--- src/hdl/core_seq_pkg.sv ---
// Purpose: shared constants and types for the core regulator start-up sequencer
// Assumes: pclk at 125 MHz
// Notes: APB map, status bits and timing figures live here
package core_seq_pkg;
  localparam int unsigned clk_mhz = 125; // pclk rate
  localparam int unsigned ramp_delay_us = 100; // enable to ramp start
  localparam int unsigned ramp_delay_cycles = ramp_delay_us * clk_mhz;
  localparam int unsigned output_power_good_delay_ms = 7; // clock enable to power good
  localparam int unsigned output_power_good_delay_cycles = output_power_good_delay_ms * 1000 * clk_mhz;
  localparam int unsigned qual_cycles = 6; // switching cycles of good input
  localparam int unsigned sw_div_default = 416; // pclk per switching cycle, ~300 kHz
  // voltage code decode, in units of 0.1 mV
  localparam int unsigned code_zero_tenth_mv = 15000; // 1.5 V
  localparam int unsigned code_step_tenth_mv = 125; // 12.5 mV per step
  localparam int unsigned boot_tenth_mv = 12000; // 1.2 V
  localparam int unsigned boot_window_tenth_mv = 1200; // 10 % of boot
  localparam int unsigned code_width = 7;
  localparam int unsigned mv_width = 16;
  // apb byte addresses
  localparam logic [7:0] addr_ctrl = 8'h00;
  localparam logic [7:0] addr_status = 8'h04;
  localparam logic [7:0] addr_irq_stat = 8'h08;
  localparam logic [7:0] addr_irq_mask = 8'h0C;
  localparam logic [7:0] addr_target = 8'h10;
  // irq status bit positions
  localparam int unsigned irq_clk_en = 0; // clock enable asserted
  localparam int unsigned irq_output_power_good = 1; // power good released
  localparam int unsigned irq_latch = 2; // latched off
  localparam int unsigned irq_width = 3;
  localparam logic [31:0] ctrl_reset = 32'h0000_0000;
  localparam logic [31:0] slverr_data = 32'h0000_0000;
  typedef enum {st_off, st_delay, st_ramp, st_slew, st_run, st_latched} state_type;
  // slew and conduction mode outputs travel together
  typedef struct packed {
    logic fast_slew; // large soft current
    logic ramp_active; // soft reference moving
    logic diode_emulation_mode; // else continuous conduction
    logic wide_window; // widened hysteresis
  } mode_type;
endpackage : core_seq_pkg

--- src/hdl/core_regulator_startup_sequencer.sv ---
// Purpose: start-up, latch-off and low-power mode sequencer of a core regulator
// Assumes: inputs synchronous to pclk; analog loop outside reads target and mode
// Notes: apb exposes control, status, sticky events and the decoded target
// Operation
// - enable input high with control bit0 set runs the controller
// - ramp toward 1.2 V after 100 us
// - start-up forces continuous conduction, ignores sleep pins
// - boot ramp uses slow slew
// - clock enable after boot window and six cycles
// - after clock enable, fast slew to code level
// - power good seven ms after clock enable
// - upstream good low latches converter off
// - only enable toggle clears latch
// - forced emulation with wake high low gives emulation
// - deep sleep request selects slow slew
// - code bit zero is least significant
// - code zero 1.5 V, minus 12.5 mV per step
`timescale 1ns/10ps
module core_regulator_startup_sequencer #(
  parameter int unsigned ramp_cycles = core_seq_pkg::ramp_delay_cycles,
  parameter int unsigned output_power_good_cycles = core_seq_pkg::output_power_good_delay_cycles,
  parameter int unsigned sw_div = core_seq_pkg::sw_div_default
) (
  input wire logic pclk,
  input wire logic presetn,
  input wire logic psel,
  input wire logic penable,
  input wire logic pwrite,
  input wire logic [31:0] paddr,
  input wire logic [31:0] pwdata,
  output logic [31:0] prdata,
  output logic pready,
  output logic pslverr,
  input wire logic regulator_enable_in,
  input wire logic upstream_power_good_in,
  input wire logic forced_emulation_enable,
  input wire logic slow_wake_sleep_n,
  input wire logic deep_sleep_request,
  input wire logic [6:0] voltage_code,
  input wire logic [15:0] output_voltage_sense, // measured output, 0.1 mV units
  output logic clock_enable_n,
  output logic output_power_good_o,
  output logic output_power_good_oe,
  output logic converter_on,
  output logic [15:0] target_tenth_mv,
  output core_seq_pkg::mode_type mode,
  output logic irq
);
  core_seq_pkg::state_type state_reg;
  logic [31:0] timer_reg; // delay counter shared by ramp and good waits
  logic [9:0] div_reg; // switching-cycle divider
  logic sw_tick; // one pulse per switching cycle
  logic [2:0] qual_reg; // qualifying switching cycles
  logic enable_prev_reg; // for the rising edge of enable
  logic soft_enable_reg; // software gate, bit0 of control
  logic [core_seq_pkg::irq_width-1:0] irq_stat_reg;
  logic [core_seq_pkg::irq_width-1:0] irq_mask_reg;
  logic [core_seq_pkg::irq_width-1:0] irq_set;
  logic in_window; // output inside boot window
  logic run_enable; // pin and software both allow running
  logic apb_wr; // write access phase
  logic apb_rd; // read access phase
  logic [7:0] addr;
  logic latched_prev_reg; // latch state seen last cycle, for one event pulse
  // one timer serves both waits; the ramp and good waits never overlap
  // the divider width limits sw_div to 1024 pclk per switching cycle

  // decode the voltage code; bit0 lsb
  function automatic logic [15:0] decode_code(input logic [6:0] code);
    decode_code = 16'(core_seq_pkg::code_zero_tenth_mv
                      - core_seq_pkg::code_step_tenth_mv * code);
  endfunction : decode_code

  assign addr = paddr[7:0];
  assign apb_wr = psel & penable & pwrite;
  assign apb_rd = psel & penable & ~pwrite;
  assign run_enable = regulator_enable_in & soft_enable_reg;
  assign in_window =
    (output_voltage_sense + 16'(core_seq_pkg::boot_window_tenth_mv)
       >= 16'(core_seq_pkg::boot_tenth_mv)) &&
    (output_voltage_sense
       <= 16'(core_seq_pkg::boot_tenth_mv + core_seq_pkg::boot_window_tenth_mv));
  assign sw_tick = (div_reg == 10'(sw_div - 1));

  // switching-cycle divider, free running
  // runs even while off, so the phase of the first tick is arbitrary
  always_ff @(posedge pclk or negedge presetn) begin
    if (!presetn) begin
      div_reg <= '0;
    end else if (sw_tick) begin
      div_reg <= '0;
    end else begin
      div_reg <= div_reg + 10'd1;
    end
  end

  // enable history, for clearing the latch on a fresh enable
  always_ff @(posedge pclk or negedge presetn) begin
    if (!presetn) begin
      enable_prev_reg <= 1'b0;
    end else begin
      enable_prev_reg <= run_enable;
    end
  end

  // main sequence
  // enable low wins over every state, the only way out of the latch
  always_ff @(posedge pclk or negedge presetn) begin
    if (!presetn) begin
      state_reg <= core_seq_pkg::st_off;
      timer_reg <= '0;
      qual_reg <= '0;
    end else if (!run_enable) begin
      state_reg <= core_seq_pkg::st_off; // enable low ends everything
      timer_reg <= '0;
      qual_reg <= '0;
    end else begin
      case (state_reg)
        core_seq_pkg::st_off: begin
          // a latch only left via enable low, so off means fresh start
          if (!enable_prev_reg) begin
            state_reg <= core_seq_pkg::st_delay;
          end
          timer_reg <= '0;
        end
        core_seq_pkg::st_delay: begin
          if (!upstream_power_good_in) begin
            state_reg <= core_seq_pkg::st_latched;
          end else if (timer_reg >= ramp_cycles - 1) begin
            state_reg <= core_seq_pkg::st_ramp;
            timer_reg <= '0;
          end else begin
            timer_reg <= timer_reg + 32'd1;
          end
        end
        core_seq_pkg::st_ramp: begin
          if (!upstream_power_good_in) begin
            state_reg <= core_seq_pkg::st_latched;
            qual_reg <= '0;
          end else if (!in_window) begin
            qual_reg <= '0;
          end else if (sw_tick) begin
            if (qual_reg == 3'(core_seq_pkg::qual_cycles - 1)) begin
              state_reg <= core_seq_pkg::st_slew;
              qual_reg <= '0;
              timer_reg <= '0;
            end else begin
              qual_reg <= qual_reg + 3'd1;
            end
          end
        end
        core_seq_pkg::st_slew: begin
          if (!upstream_power_good_in) begin
            state_reg <= core_seq_pkg::st_latched;
          end else if (timer_reg >= output_power_good_cycles - 1) begin
            state_reg <= core_seq_pkg::st_run;
          end else begin
            timer_reg <= timer_reg + 32'd1;
          end
        end
        core_seq_pkg::st_run: begin
          if (!upstream_power_good_in) begin
            state_reg <= core_seq_pkg::st_latched;
          end
        end
        default: begin
          state_reg <= core_seq_pkg::st_latched; // upstream return ignored
        end
      endcase
    end
  end

  // registered pin outputs
  // outputs lag the state by one cycle; the analog loop tolerates that
  always_ff @(posedge pclk or negedge presetn) begin
    if (!presetn) begin
      clock_enable_n <= 1'b1;
      output_power_good_o <= 1'b0;
      output_power_good_oe <= 1'b1;
      converter_on <= 1'b0;
      target_tenth_mv <= '0;
      mode <= '0;
    end else begin
      clock_enable_n <= !(state_reg == core_seq_pkg::st_slew ||
                          state_reg == core_seq_pkg::st_run);
      // open drain: released (oe low) means high
      output_power_good_oe <= !(state_reg == core_seq_pkg::st_run);
      output_power_good_o <= 1'b0;
      converter_on <= (state_reg == core_seq_pkg::st_ramp ||
                       state_reg == core_seq_pkg::st_slew ||
                       state_reg == core_seq_pkg::st_run);
      if (state_reg == core_seq_pkg::st_ramp || state_reg == core_seq_pkg::st_delay) begin
        target_tenth_mv <= 16'(core_seq_pkg::boot_tenth_mv);
        mode.fast_slew <= 1'b0;
        mode.diode_emulation_mode <= 1'b0;
        mode.wide_window <= 1'b0;
      end else if (state_reg == core_seq_pkg::st_slew ||
                   state_reg == core_seq_pkg::st_run) begin
        target_tenth_mv <= decode_code(voltage_code);
        mode.fast_slew <= !deep_sleep_request;
        // emulation while slow_wake_sleep_n is low, widened when also forced
        mode.diode_emulation_mode <= !slow_wake_sleep_n;
        mode.wide_window <= forced_emulation_enable & !slow_wake_sleep_n;
      end else begin
        target_tenth_mv <= '0;
        mode.fast_slew <= 1'b0;
        mode.diode_emulation_mode <= 1'b0;
        mode.wide_window <= 1'b0;
      end
      mode.ramp_active <= (state_reg != core_seq_pkg::st_off &&
                           state_reg != core_seq_pkg::st_delay &&
                           state_reg != core_seq_pkg::st_latched);
    end
  end

  // event pulses: entering clock enable, power good, latch
  always_comb begin
    irq_set = '0;
    irq_set[core_seq_pkg::irq_clk_en] = clock_enable_n &&
      (state_reg == core_seq_pkg::st_slew);
    irq_set[core_seq_pkg::irq_output_power_good] = output_power_good_oe &&
      (state_reg == core_seq_pkg::st_run);
    // keyed on the state itself, so a latch out of the delay wait still counts
    irq_set[core_seq_pkg::irq_latch] = !latched_prev_reg &&
      (state_reg == core_seq_pkg::st_latched);
  end

  // latch history; without it the latch event would be raised on every cycle in the latch
  always_ff @(posedge pclk or negedge presetn) begin
    if (!presetn) begin
      latched_prev_reg <= 1'b0;
    end else begin
      latched_prev_reg <= (state_reg == core_seq_pkg::st_latched);
    end
  end

  // software registers; set beats a write-one clear
  // writes take effect in the access phase, while pready is high
  always_ff @(posedge pclk or negedge presetn) begin
    if (!presetn) begin
      soft_enable_reg <= core_seq_pkg::ctrl_reset[0];
      irq_mask_reg <= '0;
      irq_stat_reg <= '0;
    end else begin
      if (apb_wr && addr == core_seq_pkg::addr_ctrl) begin
        soft_enable_reg <= pwdata[0];
      end
      if (apb_wr && addr == core_seq_pkg::addr_irq_mask) begin
        irq_mask_reg <= pwdata[core_seq_pkg::irq_width-1:0];
      end
      if (apb_wr && addr == core_seq_pkg::addr_irq_stat) begin
        irq_stat_reg <= (irq_stat_reg & ~pwdata[core_seq_pkg::irq_width-1:0]) | irq_set;
      end else begin
        irq_stat_reg <= irq_stat_reg | irq_set;
      end
    end
  end

  // apb answer: zero wait states, unmapped reads zero with error
  // trade-off: data latched in setup, so every answer is a one-cycle pulse
  always_ff @(posedge pclk or negedge presetn) begin
    if (!presetn) begin
      prdata <= '0;
      pready <= 1'b0;
      pslverr <= 1'b0;
    end else begin
      pready <= psel & ~penable; // ready in the first access cycle
      pslverr <= 1'b0;
      prdata <= core_seq_pkg::slverr_data;
      if (psel && !penable && !pwrite) begin
        if (addr == core_seq_pkg::addr_ctrl) begin
          prdata <= {31'h0000_0000, soft_enable_reg};
        end else if (addr == core_seq_pkg::addr_status) begin
          prdata <= {26'h000_0000, !output_power_good_oe, !clock_enable_n,
                     converter_on, 3'(state_reg)};
        end else if (addr == core_seq_pkg::addr_irq_stat) begin
          prdata <= {29'h0000_0000, irq_stat_reg};
        end else if (addr == core_seq_pkg::addr_irq_mask) begin
          prdata <= {29'h0000_0000, irq_mask_reg};
        end else if (addr == core_seq_pkg::addr_target) begin
          prdata <= {16'h0000, target_tenth_mv};
        end else begin
          pslverr <= 1'b1;
        end
      end else if (psel && !penable) begin
        pslverr <= !(addr == core_seq_pkg::addr_ctrl ||
                     addr == core_seq_pkg::addr_irq_stat ||
                     addr == core_seq_pkg::addr_irq_mask);
      end
    end
  end

  // level interrupt from masked sticky bits
  // a set mask bit lets its status bit through to the line
  always_ff @(posedge pclk or negedge presetn) begin
    if (!presetn) begin
      irq <= 1'b0;
    end else begin
      irq <= |(irq_stat_reg & irq_mask_reg);
    end
  end
endmodule : core_regulator_startup_sequencer

--- config.mk ---
export PLATFORM = sky130hd
export DESIGN_NAME = core_regulator_startup_sequencer
export DESIGN_NICKNAME = d
export VERILOG_FILES = /design/src/hdl/core_seq_pkg.sv /design/src/hdl/core_regulator_startup_sequencer.sv
export SDC_FILE = /design/constraint.sdc
export NUM_CORES = 1
export LEC_CHECK = 0
export BUFFER_PORTS_ARGS = -buffer_cell sky130_fd_sc_hd__buf_2
export CAP_MARGIN = 10
export CORE_UTILIZATION = 54
export DETAILED_ROUTE_END_ITERATION = 12
export PLACE_DENSITY = 0.78
export RECOVER_POWER = 25
export REMOVE_ABC_BUFFERS = 1
export SLEW_MARGIN = 20
export SYNTH_ARGS = -nofsm -noshare
export SYNTH_HDL_FRONTEND = slang
export SYNTH_SLANG_ARGS = --single-unit
--- constraint.sdc ---
create_clock -name pclk -period 2.8 [get_ports pclk]
set_input_delay 0.84 -clock pclk [delete_from_list [all_inputs] [get_ports pclk]]
set_output_delay 0.84 -clock pclk [all_outputs]
set_load 0.02 [all_outputs]
==> results.md <==
- Outcome: finished with violations
- Violated checks: capacitance limit, slew limit, setup timing
- # nets final: 991
- Antenna violations before repair: 0
- I/O pin count: 156
- Hold Worst Slack: 427 ps
- Hpwl dp: 10900 um
- Die area: 12000 um2
- Leakage power: 4.00 nW
- Reg2reg end: state_reg[2]
- Worst skew pair latency: 350 ps
- Class of the most critical setup path: primary input to register
- Most common cell after layout, fill and taps aside: dfrtp_1
- Critical path fanouts, max: 3
- RD Place Congestion: 0.886
- Post-Syn Area: 6260 um2
- Final clock skew: 9.05 ps
- Hold Crit Endpoint: irq_stat_reg[2]
- Yosys top cell by area: dfrtp_1
- Critical path required time: 3050 ps
- Core area: 11100 um2
- Clock root cell: clkbuf_16
- R2R Setup Slk: 90 ps
- Vias in the first global route: 5353
- Core Util, Final: 72.6%
- FF-to-FF path depth: 9
- CTS Hold Bufs: 0
- Share of cells above drive strength 1: 31.4%
- Synth-to-Final Area Change: 28.5%
- Most used cell, CP: fa_1
- Vias: 5877
- Synth warnings: 0
- Avg Cell Area, Syn: 9.26 um2
- Pin count of the biggest net entering global routing: 61
- Post-synth cell types: 66
- DR iter-0 viols: 514
- CTS tree: done
- Relative slew slack: -4.56%
- Slew @ Worst Pin: 1570 ps
- Crit-path slowest cell: fa_1
- Hold Vio Cnt, Final: 0
- Max cap viols: 1
- PD cells: 680 nW/um2
- Chip height: 110 um
- Top area cells in the synthesized netlist: dfrtp_1, ha_1, fa_1
- Cell Chain, Critical Path: buf_8, inv_4, fa_1, inv_1, fa_1, inv_2, fa_1, inv_1, fa_1, inv_2, ha_4, and3_4, a21oi_2, o21ai_2, o41ai_2, buf_4, xnor2_2, o21ai_1, o21ai_1
- Most frequent cells in the layout: dfrtp_1, buf_2, buf_4, nor2_1, inv_1
- Launch point of the worst reg-to-reg path: timer_reg[29]
- CTS max path bufs: 2
- Worst setup SP type: primary input
- Sequential share of the synthesized area: 38.8%
- Buf+Inv Stages, Crit Path: 7
- Initial core utilization: 56.5%
- DR WL/cell: 17.8 um
- Port Buffers: 85
- Ys async rst share: 100%
- Hold path start: latched_prev_reg
- Routed wire length: 17300 um
- Minimum clock period: 4400 ps
- GR Overflow Total: 0
- Num rows: 38
- Post-route cell area: 8040 um2
- CTS sink cnt: 97
- Post-synth EDFFs: 0
- Antenna-violating nets left: 0
- RSZ-0062 raised after global routing: true
- Vias per Instance: 6.03
- Highest clock rate: 227 MHz
- Fin cells: 975
- Arrival time at the worst endpoint: 4660 ps
- Syn Inst Count: 676
- Crit. End Element: register
- Ant diodes: 0
- Yosys top cell area share: 38.0%
- Post-DP Area: 7210 um2
- Total power: 5.47 mW
- Placed cells: 944
- CP max stage delay: 540 ps
- HP Class: register to register
- Fin crit share: 157%
- Tot GR Track Use: 27.0%
- Final Setup Violations: 10
- Cell family contributing the most delay on the critical path: adder cells
- H-tree Lvls: 3
- Clock slew at reported path FFs: 60 ps
- DIE WIDTH: 110 um
- Peak supply drop: 516 uV
- Num CTS Buffers: 9
- Slew Viols, Final: 60
- FF+latch count, synth: 97
- Hold path depth: 1
- First-pass GRT wire length: 25200 um
- Number of remaining DRC errors: 0
- Top_reg_cell synth: dfrtp_1
- Setup ws final: -1600 ps
- DRT Pass-1 Iters: 5
- Largest register FFs: 32
[cells in the mapped netlist (3+ instances only)]
| master | number |
|---|---|
| clkbuf_1 | 14 |
| o211ai_1 | 5 |
| nor2b_1 | 13 |
| inv_1 | 67 |
| a22o_1 | 3 |
| a31oi_1 | 10 |
| and3_1 | 15 |
| and4_1 | 4 |
| nand4_1 | 4 |
| o22ai_1 | 4 |
| fa_1 | 17 |
| xor2_1 | 3 |
| or4_1 | 4 |
| nor3_1 | 13 |
| dfrtp_1 | 95 |
| and2_1 | 18 |
| xnor2_1 | 11 |
| mux2_2 | 7 |
| a21boi_0 | 5 |
| o21ai_0 | 40 |
| o21a_1 | 6 |
| o21ai_1 | 3 |
| ha_1 | 47 |
| buf_2 | 4 |
| nand2b_1 | 11 |
| nor2_1 | 63 |
| buf_4 | 19 |
| o31ai_1 | 12 |
| nand3_1 | 23 |
| o41ai_1 | 3 |
| nand2_1 | 43 |
| o21bai_1 | 3 |
| a21o_1 | 6 |
| a21oi_1 | 29 |
| nor4_1 | 8 |
[area by class of cell]
class	count	area [um2]
Multi-Input combinational cell	486	3760
Fill cell	738	3040
Sequential cell	97	2430
Clock buffer	11	243
Inverter	68	260
Timing Repair Buffer	168	1110
Clock inverter	5	55.1
Tap cell	140	175
[worst register-to-register path: cells and delay by family (launching register included)]
family,cells,cell delay (ps)
AOI/OAI and AO/OA,6,1150
and+or+nand+nor,3,1010
DFF,1,440
[logic make-up (layout without fill, tap and decap cells)]
group / count (synthesis) / count (layout) / share of synthesized area, %
AOI/OAI and AO/OA: 152 / 152 / 16.0
xor gates and xnor gates: 14 / 14 / 1.96
adders and majority gates: 64 / 64 / 14.8
buffers and inverters: 109 / 252 / 8.00
DFF: 97 / 97 / 38.8
muxes: 9 / 9 / 1.58
other: 1 / 17 / 0.0599
and+or+nand+nor: 230 / 230 / 18.8
[per-layer routing]
layer  vias to the layer above  share of wire, %  track usage [%]
met2                       307                51             46.3
met4                         0               2.9             10.0
met3                        65               6.9             3.56
li1                       2626                 -                -
met5                         -                 0                0
met1                      2879                39             34.9
[stage by stage]
step                      TNS, ps  setup slack [ps]
final                      -13040             -1600
after global routing       -15090             -1720
after CTS                  -11020             -1430
after detailed placement   -28950             -2100
after global placement     -23150             -1970
after floorplan            -14170             -1890
[power breakdown]
| part | internal [mW] | switching [mW] | total (mW) |
|---|---|---|---|
| clock network | 0.714 | 0.523 | 1.24 |
| registers | 1.41 | 0.00219 | 1.41 |
| logic | 1.42 | 1.41 | 2.83 |
[timing repair]
item / 4_1_cts / 5_1_grt
gates resized for setup: 57 / 57
setup endpoints to repair: 20 / 45
pin swaps: 36 / 21
hold endpoints to repair: 0 / 0
setup buffers: 12 / 6
[worst max-delay path by stage]
stage	cells after the start	start	end
2_1_floorplan	17	voltage_code[2]	target_tenth_mv[11]
3_3_place_gp	19	voltage_code[2]	target_tenth_mv[11]
3_5_place_dp	19	voltage_code[2]	target_tenth_mv[11]
4_1_cts	20	voltage_code[4]	target_tenth_mv[13]
5_1_grt	19	voltage_code[4]	target_tenth_mv[11]
6_report	19	voltage_code[4]	target_tenth_mv[11]
No activity file was read; power rests on OpenSTA's default activity.
